File: config.mk
export PLATFORM = sky130hd
export DESIGN_NAME = wdr_top
export DESIGN_NICKNAME = d
export VERILOG_FILES = /design/src/wdr_pkg.sv /design/src/wdr_top.sv
export SDC_FILE = /design/constraint.sdc
export NUM_CORES = 1
export LEC_CHECK = 0
export BUFFER_PORTS_ARGS = -buffer_cell sky130_fd_sc_hd__clkbuf_2
export CORE_MARGIN = 2
export CORE_UTILIZATION = 50
export DETAILED_ROUTE_END_ITERATION = 10
export PLACE_DENSITY = 0.7
export SYNTH_ARGS = -nofsm -noshare
export SYNTH_HDL_FRONTEND = slang
export SYNTH_HIERARCHICAL = 1
export SYNTH_SLANG_ARGS = --single-unit
File: constraint.sdc
create_clock -name mclk -period 5.2 [get_ports mclk]
set_clock_uncertainty 0.15 [all_clocks]
set_input_delay 0.52 -clock mclk [delete_from_list [all_inputs] [get_ports mclk]]
set_output_delay 0.52 -clock mclk [all_outputs]
set_load 0.02 [all_outputs]
File: src/wdr_pkg.sv
// Function
// - one basic watchdog, 16-bit free-running counter
// - two multi-counter watchdogs, 16/16/32-bit counters
// - every 16-bit counter can reset the device
// - every 16-bit counter can interrupt on match, the 32-bit counter on a selected bit toggle
// - basic watchdog counts internal low-speed oscillator ticks
// - basic watchdog interrupts and wakes in all modes
// - multi-counter watchdogs count low-frequency clock ticks
// - multi-counter wakeups not available in hibernate
// - unserviced enabled watchdog resets device after timeout
// - power-on holds reset until supply adequate
// - brownout detect forces reset on low supply
// - external reset pin is active low
// - firmware request causes full device reset
// - protection fault gives interrupt or reset, configurable
// - hibernate wakeup leaves via device reset
// - power-on, supply, brownout and pin resets are asynchronous; all resets restore known state
// - retained register records the reset cause
package wdr_pkg;

  // multi-counter mode codes for each 16-bit counter
  localparam logic [1:0] MC_MODE_NONE     = 2'h0;
  localparam logic [1:0] MC_MODE_INT      = 2'h1;
  localparam logic [1:0] MC_MODE_RESET    = 2'h2;
  localparam logic [1:0] MC_MODE_INT_RST  = 2'h3;

  // system power mode codes
  localparam logic [1:0] PWR_LP           = 2'h0;
  localparam logic [1:0] PWR_ULP          = 2'h1;
  localparam logic [1:0] PWR_DEEP_SLEEP   = 2'h2;
  localparam logic [1:0] PWR_HIBERNATE    = 2'h3;

  // reset cause bit positions
  localparam int CAUSE_BASIC_WDT = 0;
  localparam int CAUSE_MC_WDT    = 1;
  localparam int CAUSE_SOFTWARE  = 2;
  localparam int CAUSE_FAULT     = 3;
  localparam int CAUSE_HIBERNATE = 4;
  localparam int CAUSE_BROWNOUT  = 5;
  localparam int CAUSE_EXT_PIN   = 6;
  localparam int CAUSE_W         = 7;
  localparam logic [CAUSE_W-1:0] CAUSE_RESET = 7'h00;

  // counter reset values
  localparam logic [15:0] CNT16_RESET = 16'h0000;
  localparam logic [31:0] CNT32_RESET = 32'h0000_0000;

  // internal reset stretch: least time, rounded up to cycles
  localparam int CLK_PERIOD_PS   = 10000;
  localparam int RST_HOLD_NS     = 100;
  localparam int RST_HOLD_CYC    = (RST_HOLD_NS * 1000 + CLK_PERIOD_PS - 1) / CLK_PERIOD_PS;
  localparam int RST_HOLD_W      = 8;
  localparam logic [RST_HOLD_W-1:0] RST_HOLD_ZERO = 8'h00;

endpackage : wdr_pkg

File: src/wdr_top.sv
`timescale 1ns/1ps
module wdr_top #(
  parameter int NUM_MC = 2
) (
  // clock and block reset (power-on domain)
  input  wire logic                          mclk,
  input  wire logic                          arst_n,
  // timebase ticks, one-cycle pulses
  input  wire logic                          ilo_tick,
  input  wire logic                          wco_tick,
  input  wire logic                          lf_src_wco,
  // system power mode
  input  wire logic [1:0]                    pwr_mode,
  // analog and pin reset sources
  input  wire logic                          supply_ok,
  input  wire logic                          brownout_detect,
  input  wire logic                          external_reset_pin_n,
  // firmware requests and faults
  input  wire logic                          sw_reset_req,
  input  wire logic                          prot_fault,
  input  wire logic                          prot_fault_reset_sel,
  input  wire logic                          hib_wake_evt,
  // basic watchdog control
  input  wire logic                          bw_enable,
  input  wire logic                          bw_reset_enable,
  input  wire logic [15:0]                   bw_match,
  input  wire logic                          bw_service,
  // multi-counter watchdog control
  input  wire logic [NUM_MC-1:0][1:0]        mc_enable16,
  input  wire logic [NUM_MC-1:0]             mc_enable32,
  input  wire logic [NUM_MC-1:0][1:0][1:0]   mc_mode,
  input  wire logic [NUM_MC-1:0][1:0][15:0]  mc_match16,
  input  wire logic [NUM_MC-1:0][4:0]        mc_bit_sel32,
  input  wire logic [NUM_MC-1:0]             mc_service,
  // cause register clear, write-one-to-clear
  input  wire logic [wdr_pkg::CAUSE_W-1:0]   cause_clear,
  // outputs
  output logic                               dev_reset_n,
  output logic                               bw_irq,
  output logic [NUM_MC-1:0][2:0]             mc_irq,
  output logic                               prot_fault_irq,
  output logic                               wakeup,
  output logic [15:0]                        bw_count,
  output logic [wdr_pkg::CAUSE_W-1:0]        reset_cause
);

  typedef struct packed {
    logic [15:0]                         bw_cnt;
    logic                                bw_warn;
    logic                                bw_irq;
    logic                                pf_irq;
    logic                                wake;
    logic [wdr_pkg::RST_HOLD_W-1:0]      hold;
    logic [wdr_pkg::CAUSE_W-1:0]         cause;
  } wdr_state_t;

  localparam logic [wdr_pkg::RST_HOLD_W-1:0] HOLD_LOAD =
    wdr_pkg::RST_HOLD_W'(wdr_pkg::RST_HOLD_CYC);

  wdr_state_t                     st_ff;
  wdr_state_t                     nxt_st;
  logic                           lf_tick;
  logic                           hibernate;
  logic                           ext_reset;
  logic                           dev_in_reset;
  logic                           mc_step;
  logic [NUM_MC-1:0]              mc_irq_evt;
  logic [NUM_MC-1:0]              mc_rst_hit;

  // low-frequency clock source select
  assign lf_tick   = lf_src_wco ? wco_tick : ilo_tick;
  assign hibernate = (pwr_mode == wdr_pkg::PWR_HIBERNATE);
  assign ext_reset = ~external_reset_pin_n;

  // device reset asserts without the clock from power-on, supply, brownout and pin; other sources through the stretch counter
  assign dev_in_reset = ~arst_n | ~supply_ok | brownout_detect | ext_reset |
                        (st_ff.hold != wdr_pkg::RST_HOLD_ZERO);
  assign dev_reset_n  = ~dev_in_reset;

  // multi-counter units step on low-frequency ticks, frozen in hibernate
  assign mc_step = lf_tick & ~hibernate;

  // one unit per multi-counter watchdog
  for (genvar m = 0; m < NUM_MC; m++) begin : g_mcw
    wdr_mcw i_mcw (
      .mclk      (mclk),
      .arst_n    (arst_n),
      .step      (mc_step),
      .dev_clear (dev_in_reset),
      .enable16  (mc_enable16[m]),
      .enable32  (mc_enable32[m]),
      .mode      (mc_mode[m]),
      .match16   (mc_match16[m]),
      .bit_sel32 (mc_bit_sel32[m]),
      .service   (mc_service[m]),
      .irq       (mc_irq[m]),
      .irq_evt   (mc_irq_evt[m]),
      .rst_hit   (mc_rst_hit[m])
    );
  end

  // next-state logic
  always_comb begin
    logic [wdr_pkg::CAUSE_W-1:0] set_cause;
    logic                        bw_hit;
    logic                        mc_hit;
    logic                        rst_req;
    logic                        wake_evt;
    nxt_st    = st_ff;
    set_cause = wdr_pkg::CAUSE_RESET;
    bw_hit    = 1'b0;
    mc_hit    = 1'b0;
    rst_req   = 1'b0;
    wake_evt  = 1'b0;
    nxt_st.bw_irq = 1'b0;
    nxt_st.pf_irq = 1'b0;
    nxt_st.wake   = 1'b0;

    // basic watchdog: free-running counter on oscillator ticks
    if (bw_service) begin
      nxt_st.bw_cnt  = wdr_pkg::CNT16_RESET;
      nxt_st.bw_warn = 1'b0;
    end else if (bw_enable && ilo_tick) begin
      nxt_st.bw_cnt = st_ff.bw_cnt + 16'h0001;
      if (st_ff.bw_cnt == bw_match) begin
        nxt_st.bw_irq = 1'b1;
        wake_evt      = 1'b1;
        if (st_ff.bw_warn && bw_reset_enable) begin
          bw_hit = 1'b1;
        end
        nxt_st.bw_warn = 1'b1;
      end
    end

    // multi-counter events from the unit instances
    mc_hit = |mc_rst_hit;
    if (|mc_irq_evt) begin
      wake_evt = 1'b1;
    end

    // protection fault routed to interrupt or reset
    if (prot_fault) begin
      if (prot_fault_reset_sel) begin
        rst_req = 1'b1;
        set_cause[wdr_pkg::CAUSE_FAULT] = 1'b1;
      end else begin
        nxt_st.pf_irq = 1'b1;
      end
    end

    // software reset request
    if (sw_reset_req) begin
      rst_req = 1'b1;
      set_cause[wdr_pkg::CAUSE_SOFTWARE] = 1'b1;
    end

    // hibernate is left only through a device reset
    if (hibernate && (wake_evt || hib_wake_evt)) begin
      rst_req = 1'b1;
      set_cause[wdr_pkg::CAUSE_HIBERNATE] = 1'b1;
    end else begin
      nxt_st.wake = wake_evt;
    end

    if (bw_hit) begin
      rst_req = 1'b1;
      set_cause[wdr_pkg::CAUSE_BASIC_WDT] = 1'b1;
    end
    if (mc_hit) begin
      rst_req = 1'b1;
      set_cause[wdr_pkg::CAUSE_MC_WDT] = 1'b1;
    end
    if (brownout_detect) begin
      set_cause[wdr_pkg::CAUSE_BROWNOUT] = 1'b1;
    end
    if (ext_reset) begin
      set_cause[wdr_pkg::CAUSE_EXT_PIN] = 1'b1;
    end

    // reset stretch counter
    if (rst_req) begin
      nxt_st.hold = HOLD_LOAD;
    end else if (st_ff.hold != wdr_pkg::RST_HOLD_ZERO) begin
      nxt_st.hold = st_ff.hold - 8'h01;
    end

    // watchdogs return to a known state during any device reset
    if (dev_in_reset) begin
      nxt_st.bw_cnt   = wdr_pkg::CNT16_RESET;
      nxt_st.bw_warn  = 1'b0;
      nxt_st.bw_irq   = 1'b0;
      nxt_st.pf_irq   = 1'b0;
      nxt_st.wake     = 1'b0;
    end

    // retained cause: survives device reset, set wins over clear
    nxt_st.cause = (st_ff.cause & ~cause_clear) | set_cause;
  end

  // state register, cleared only by power-on
  always_ff @(posedge mclk or negedge arst_n) begin
    if (!arst_n) begin
      st_ff <= '0;
    end else begin
      st_ff <= nxt_st;
    end
  end

  // outputs from flip-flops
  assign bw_irq         = st_ff.bw_irq;
  assign prot_fault_irq = st_ff.pf_irq;
  assign wakeup         = st_ff.wake;
  assign bw_count       = st_ff.bw_cnt;
  assign reset_cause    = st_ff.cause;

endmodule : wdr_top

// one multi-counter watchdog: two 16-bit match counters and a 32-bit toggle counter
module wdr_mcw (
  // clock and block reset
  input  wire logic             mclk,
  input  wire logic             arst_n,
  // count qualifiers
  input  wire logic             step,
  input  wire logic             dev_clear,
  // configuration
  input  wire logic [1:0]       enable16,
  input  wire logic             enable32,
  input  wire logic [1:0][1:0]  mode,
  input  wire logic [1:0][15:0] match16,
  input  wire logic [4:0]       bit_sel32,
  input  wire logic             service,
  // results
  output logic [2:0]            irq,
  output logic                  irq_evt,
  output logic                  rst_hit
);

  typedef struct packed {
    logic [31:0] cnt32;
    logic [2:0]  irq;
  } wdr_mcw_state_t;

  wdr_mcw_state_t st_ff;
  wdr_mcw_state_t nxt_st;
  logic [1:0]     c16_irq;
  logic [1:0]     c16_hit;

  // the two 16-bit counters; service does not touch the 32-bit one
  for (genvar c = 0; c < 2; c++) begin : g_c16
    wdr_mc_cnt16 i_c16 (
      .mclk    (mclk),
      .arst_n  (arst_n),
      .step    (step),
      .clear   (service | dev_clear),
      .enable  (enable16[c]),
      .mode    (mode[c]),
      .match   (match16[c]),
      .irq_set (c16_irq[c]),
      .rst_hit (c16_hit[c])
    );
  end

  // 32-bit counter interrupts when its selected bit changes
  always_comb begin
    logic [31:0] cnt_inc;
    cnt_inc    = st_ff.cnt32 + 32'h0000_0001;
    nxt_st     = st_ff;
    nxt_st.irq = {1'b0, c16_irq};
    if (dev_clear) begin
      nxt_st.cnt32 = wdr_pkg::CNT32_RESET;
      nxt_st.irq   = 3'h0;
    end else if (step && enable32) begin
      nxt_st.cnt32  = cnt_inc;
      nxt_st.irq[2] = (st_ff.cnt32[bit_sel32] != cnt_inc[bit_sel32]);
    end
  end

  // unit state, cleared only by power-on
  always_ff @(posedge mclk or negedge arst_n) begin
    if (!arst_n) begin
      st_ff <= '0;
    end else begin
      st_ff <= nxt_st;
    end
  end

  // interrupt pulses registered, events for wakeup and reset combinational
  assign irq     = st_ff.irq;
  assign irq_evt = |nxt_st.irq;
  assign rst_hit = |c16_hit;

endmodule : wdr_mcw

// one 16-bit match counter of a multi-counter unit
module wdr_mc_cnt16 (
  // clock and block reset
  input  wire logic        mclk,
  input  wire logic        arst_n,
  // count qualifiers
  input  wire logic        step,
  input  wire logic        clear,
  // configuration
  input  wire logic        enable,
  input  wire logic [1:0]  mode,
  input  wire logic [15:0] match,
  // match results, valid in the cycle of the counting edge
  output logic             irq_set,
  output logic             rst_hit
);

  typedef struct packed {
    logic [15:0] cnt;
    logic        warn;
  } wdr_c16_state_t;

  wdr_c16_state_t st_ff;
  wdr_c16_state_t nxt_st;

  // count to the match value, reload, then act on the mode
  always_comb begin
    nxt_st  = st_ff;
    irq_set = 1'b0;
    rst_hit = 1'b0;
    if (clear) begin
      nxt_st.cnt  = wdr_pkg::CNT16_RESET;
      nxt_st.warn = 1'b0;
    end else if (step && enable) begin
      if (st_ff.cnt == match) begin
        nxt_st.cnt = wdr_pkg::CNT16_RESET;
        unique case (mode)
          wdr_pkg::MC_MODE_NONE: begin
          end
          wdr_pkg::MC_MODE_INT: begin
            irq_set = 1'b1;
          end
          wdr_pkg::MC_MODE_RESET: begin
            rst_hit = 1'b1;
          end
          wdr_pkg::MC_MODE_INT_RST: begin
            irq_set     = 1'b1;
            rst_hit     = st_ff.warn;
            nxt_st.warn = 1'b1; // first match only warns
          end
        endcase
      end else begin
        nxt_st.cnt = st_ff.cnt + 16'h0001;
      end
    end
  end

  // counter state, cleared only by power-on
  always_ff @(posedge mclk or negedge arst_n) begin
    if (!arst_n) begin
      st_ff <= '0;
    end else begin
      st_ff <= nxt_st;
    end
  end

endmodule : wdr_mc_cnt16

==> out/qor.yml <==
place_area_mm2: 0.0140
rr_endpoint: "st_ff[10]"
gr-usage-all-layers: 0.242
ys_seq_area_frac: 0.315
start_kind: "flip-flop"
p_comb_frac: 0.084
drc: 0
finalHoldViolCount: 0
die_height_um: 170
synthDominantCellAreaShare: 0.315
place_ws_ns: 0.737
p_sw_uw: 736
synth_common_cells: "173 x dfrtp_1, 124 x xor2_1, 122 x nand2_1, 111 x nor2_1, 81 x xnor2_1"
yosys.cell_types.count: 83
post-cts-setup-buffer-count: 0
start_util: 0.509
fin_area_mm2: 0.0147
pwr-share-seq: 0.453
drt_wl_total_mm: 34.7
cpLargestDelayFamily: "simple AND/OR/NAND/NOR gates"
clockBufferDepth: 2
async_flop_share: 1.00
ys.flop_type: "dfrtp_1"
slowest_delay_ns: 0.84
vdd_ir_drop_max_mv: 0.143
via_count: 11500
fin_cells: 1877
r2r-start: "g_mcw[1].i_mcw/st_ff[3]"
clkPwrFrac: 0.463
gp_congestion: 0.909
cap_violations: 0
crit_slowest_cell: "or4_2"
ys_ff_latch: 173
wl_per_cell_um: 18.5
tns_ns: 0
hold_buffers: 1
internal-power_mw: 2.26
grt_pass1_vias: 10800
postRouteAntennaNets: 0
viasPerCell: 6.13
synthCells: 1467
syn-num-nets: 1605
min_to: "prot_fault_irq"
rsz0062_at_grt: "no"
ys_top_cells_by_area: "dfrtp_1 32%, xor2_1 7.9%, xnor2_1 5.2%"
clock_latency_ns: 0.43
crit_path_end_kind: "flip-flop"
cts_tree: "done"
setup.worst_path.start: "g_mcw[1].i_mcw/st_ff[3]"
areaGrowthSynthToFinish_pct: 6.82
crit_arrival_ns: 4.68
io_buffer_count: 162
dr.pass1.iters: 6
avgSynthCellArea_um2: 9.35
grt_pass1_wl_mm: 56.8
hpwl_mm: 24.7
slew_headroom: 0.335
dp_cells: 1846
worstPathCellList: "ha_1, nand3_1, or4_2, or4_1, a41oi_1, o211ai_1, o311ai_1, nor4_1, nand3b_1, nor3_1, nor2_1, and4bb_2, o31ai_4, a211o_1"
ff2ff_setup_slack_ns: 0.67
outcome: "completed"
yosysMostFrequentCell: "dfrtp_1"
synth_edf_count: 0
antenna_found_initial: 1
grt.overflow.total: 0
htree_levels: 4
power_density_mw_per_mm2: 204
clkTransAtPathRegs_ns: 0.07
fin_nets: 1663
setup_viol: 0
clock_sinks: 173
min_path_cells: 2
crit_fanout: 14
cts_resized: 0
die_area_mm2: 0.0288
yosysTopAreaCell: "dfrtp_1"
yosysWarningCount: 6
fmax_ghz: 0.221
cts_buffers: 17
hold_path_class: "in2reg"
reg2reg_depth: 14
drtIter0Drc: 910
layout_setup_ws_ns: 0.675
antennaDiodeCount: 0
p_leak_nw: 5.76
hold_path_startpoint: "prot_fault_reset_sel"
fin_crit_ns: 4.53
min_period_over_period: 0.870
die_w_um: 170
grt_max_degree: 77
cp.required_ns: 5.36
path_buf_inv: 0
io_pins: 163
tightest_slew_ns: 0.998
p_sw_frac: 0.246
clock-root-buffer: "clkbuf_16"
criticalPathCategory: "reg2reg"
drive_gt1_frac: 0.207
core_area_mm2: 0.0270
whs_ns: 0.113
netlist_area_mm2: 0.0137
drv_slew: 0
rows: 60
-- cell usage in the layout (no fill, tap or decap), drive strengths merged, types with 15 or more instances in the layout --
| master | Yosys | final |
|---|---|---|
| or4 | 15 | 15 |
| a21oi | 30 | 30 |
| o21ai | 50 | 50 |
| nand3 | 49 | 49 |
| xor2 | 124 | 124 |
| inv | 38 | 44 |
| dfrtp | 173 | 173 |
| or3 | 31 | 31 |
| xnor2 | 81 | 81 |
| nand4 | 58 | 58 |
| nor4 | 71 | 71 |
| clkbuf | 62 | 178 |
| nand2 | 123 | 123 |
| mux4 | 20 | 20 |
| nor2 | 111 | 111 |
| and4 | 16 | 16 |
| a211oi | 47 | 47 |
| nand3b | 19 | 19 |
| mux2i | 20 | 20 |
| nor3 | 55 | 55 |
-- metrics by stage --
step,total power [mW],utilization
after detailed placement,1.63,0.520
after CTS,3.03,0.544
after global routing,3.11,0.544
after floorplan,1.52,-
after global placement,1.63,0.520
final,2.99,0.544
-- sequential cells by signal, summed over array words and instances, names as in the netlist --
name                           count
g_mcw.i_mcw/g_c16.i_c16/st_ff     68
g_mcw.i_mcw/st_ff                 64
bw_count                          16
st_ff                              9
reset_cause                        7
g_mcw.i_mcw/irq                    6
bw_irq                             1
prot_fault_irq                     1
wakeup                             1
-- cell type report --
class                           count  area [um2]
Clock buffer                       17         425
Clock inverter                     13         201
Fill cell                        2461       12300
Inverter                           42         158
Multi-Input combinational cell   1117        8210
Sequential cell                   173        4330
Tap cell                          341         427
Timing Repair Buffer              174         910
-- power by group through the flow --
stage               logic [mW]  registers [mW]  clock network [mW]
finish                   0.252            1.36                1.38
global route             0.278            1.36                1.48
CTS                      0.253            1.35                1.42
detailed placement       0.251            1.38                   0
global placement         0.249            1.38                   0
floorplan                0.140            1.38                   0
-- worst max path at each step --
| stage | to | slack, ns | cells past startpoint |
|---|---|---|---|
| 2_1_floorplan | st_ff[10] | 1.46 | 15 |
| 6_report | st_ff[10] | 0.67 | 14 |
| 3_5_place_dp | st_ff[10] | 0.74 | 14 |
| 5_1_grt | st_ff[10] | 0.34 | 14 |
| 3_3_place_gp | st_ff[10] | 0.80 | 14 |
| 4_1_cts | st_ff[10] | 0.72 | 14 |
-- layer usage --
metal	share of wire	up-vias	track usage	wire [um]
li1	-	5463	-	-
met1	0.45	5600	0.339	15600
met2	0.47	401	0.394	16400
met3	0.060	47	0.0364	2080
met4	0.017	0	0.0628	580
met5	0	-	0	0
-- logic make-up (layout without fill, tap and decap cells) --
| logic type | after synthesis | in the layout | share of synthesized area |
|---|---|---|---|
| XOR/XNOR | 205 | 205 | 0.131 |
| multiplexers | 46 | 46 | 0.0534 |
| buffers and inverters | 177 | 246 | 0.0863 |
| AND/OR/NAND/NOR | 631 | 631 | 0.268 |
| adder cells (fa/ha/maj) | 8 | 8 | 0.00729 |
| flip-flops | 173 | 173 | 0.315 |
| AO/OA/AOI/OAI | 227 | 227 | 0.139 |
-- worst register-to-register path, stage by stage (launching register included) --
cell,delay (ns)
dfrtp_1,0.51
ha_1,0.26
nand3_1,0.39
or4_2,0.85
or4_1,0.43
a41oi_1,0.23
o211ai_1,0.12
o311ai_1,0.13
nor4_1,0.11
nand3b_1,0.23
nor3_1,0.23
nor2_1,0.08
and4bb_2,0.33
o31ai_4,0.12
a211o_1,0.25
(Power assumes the default switching activity.)
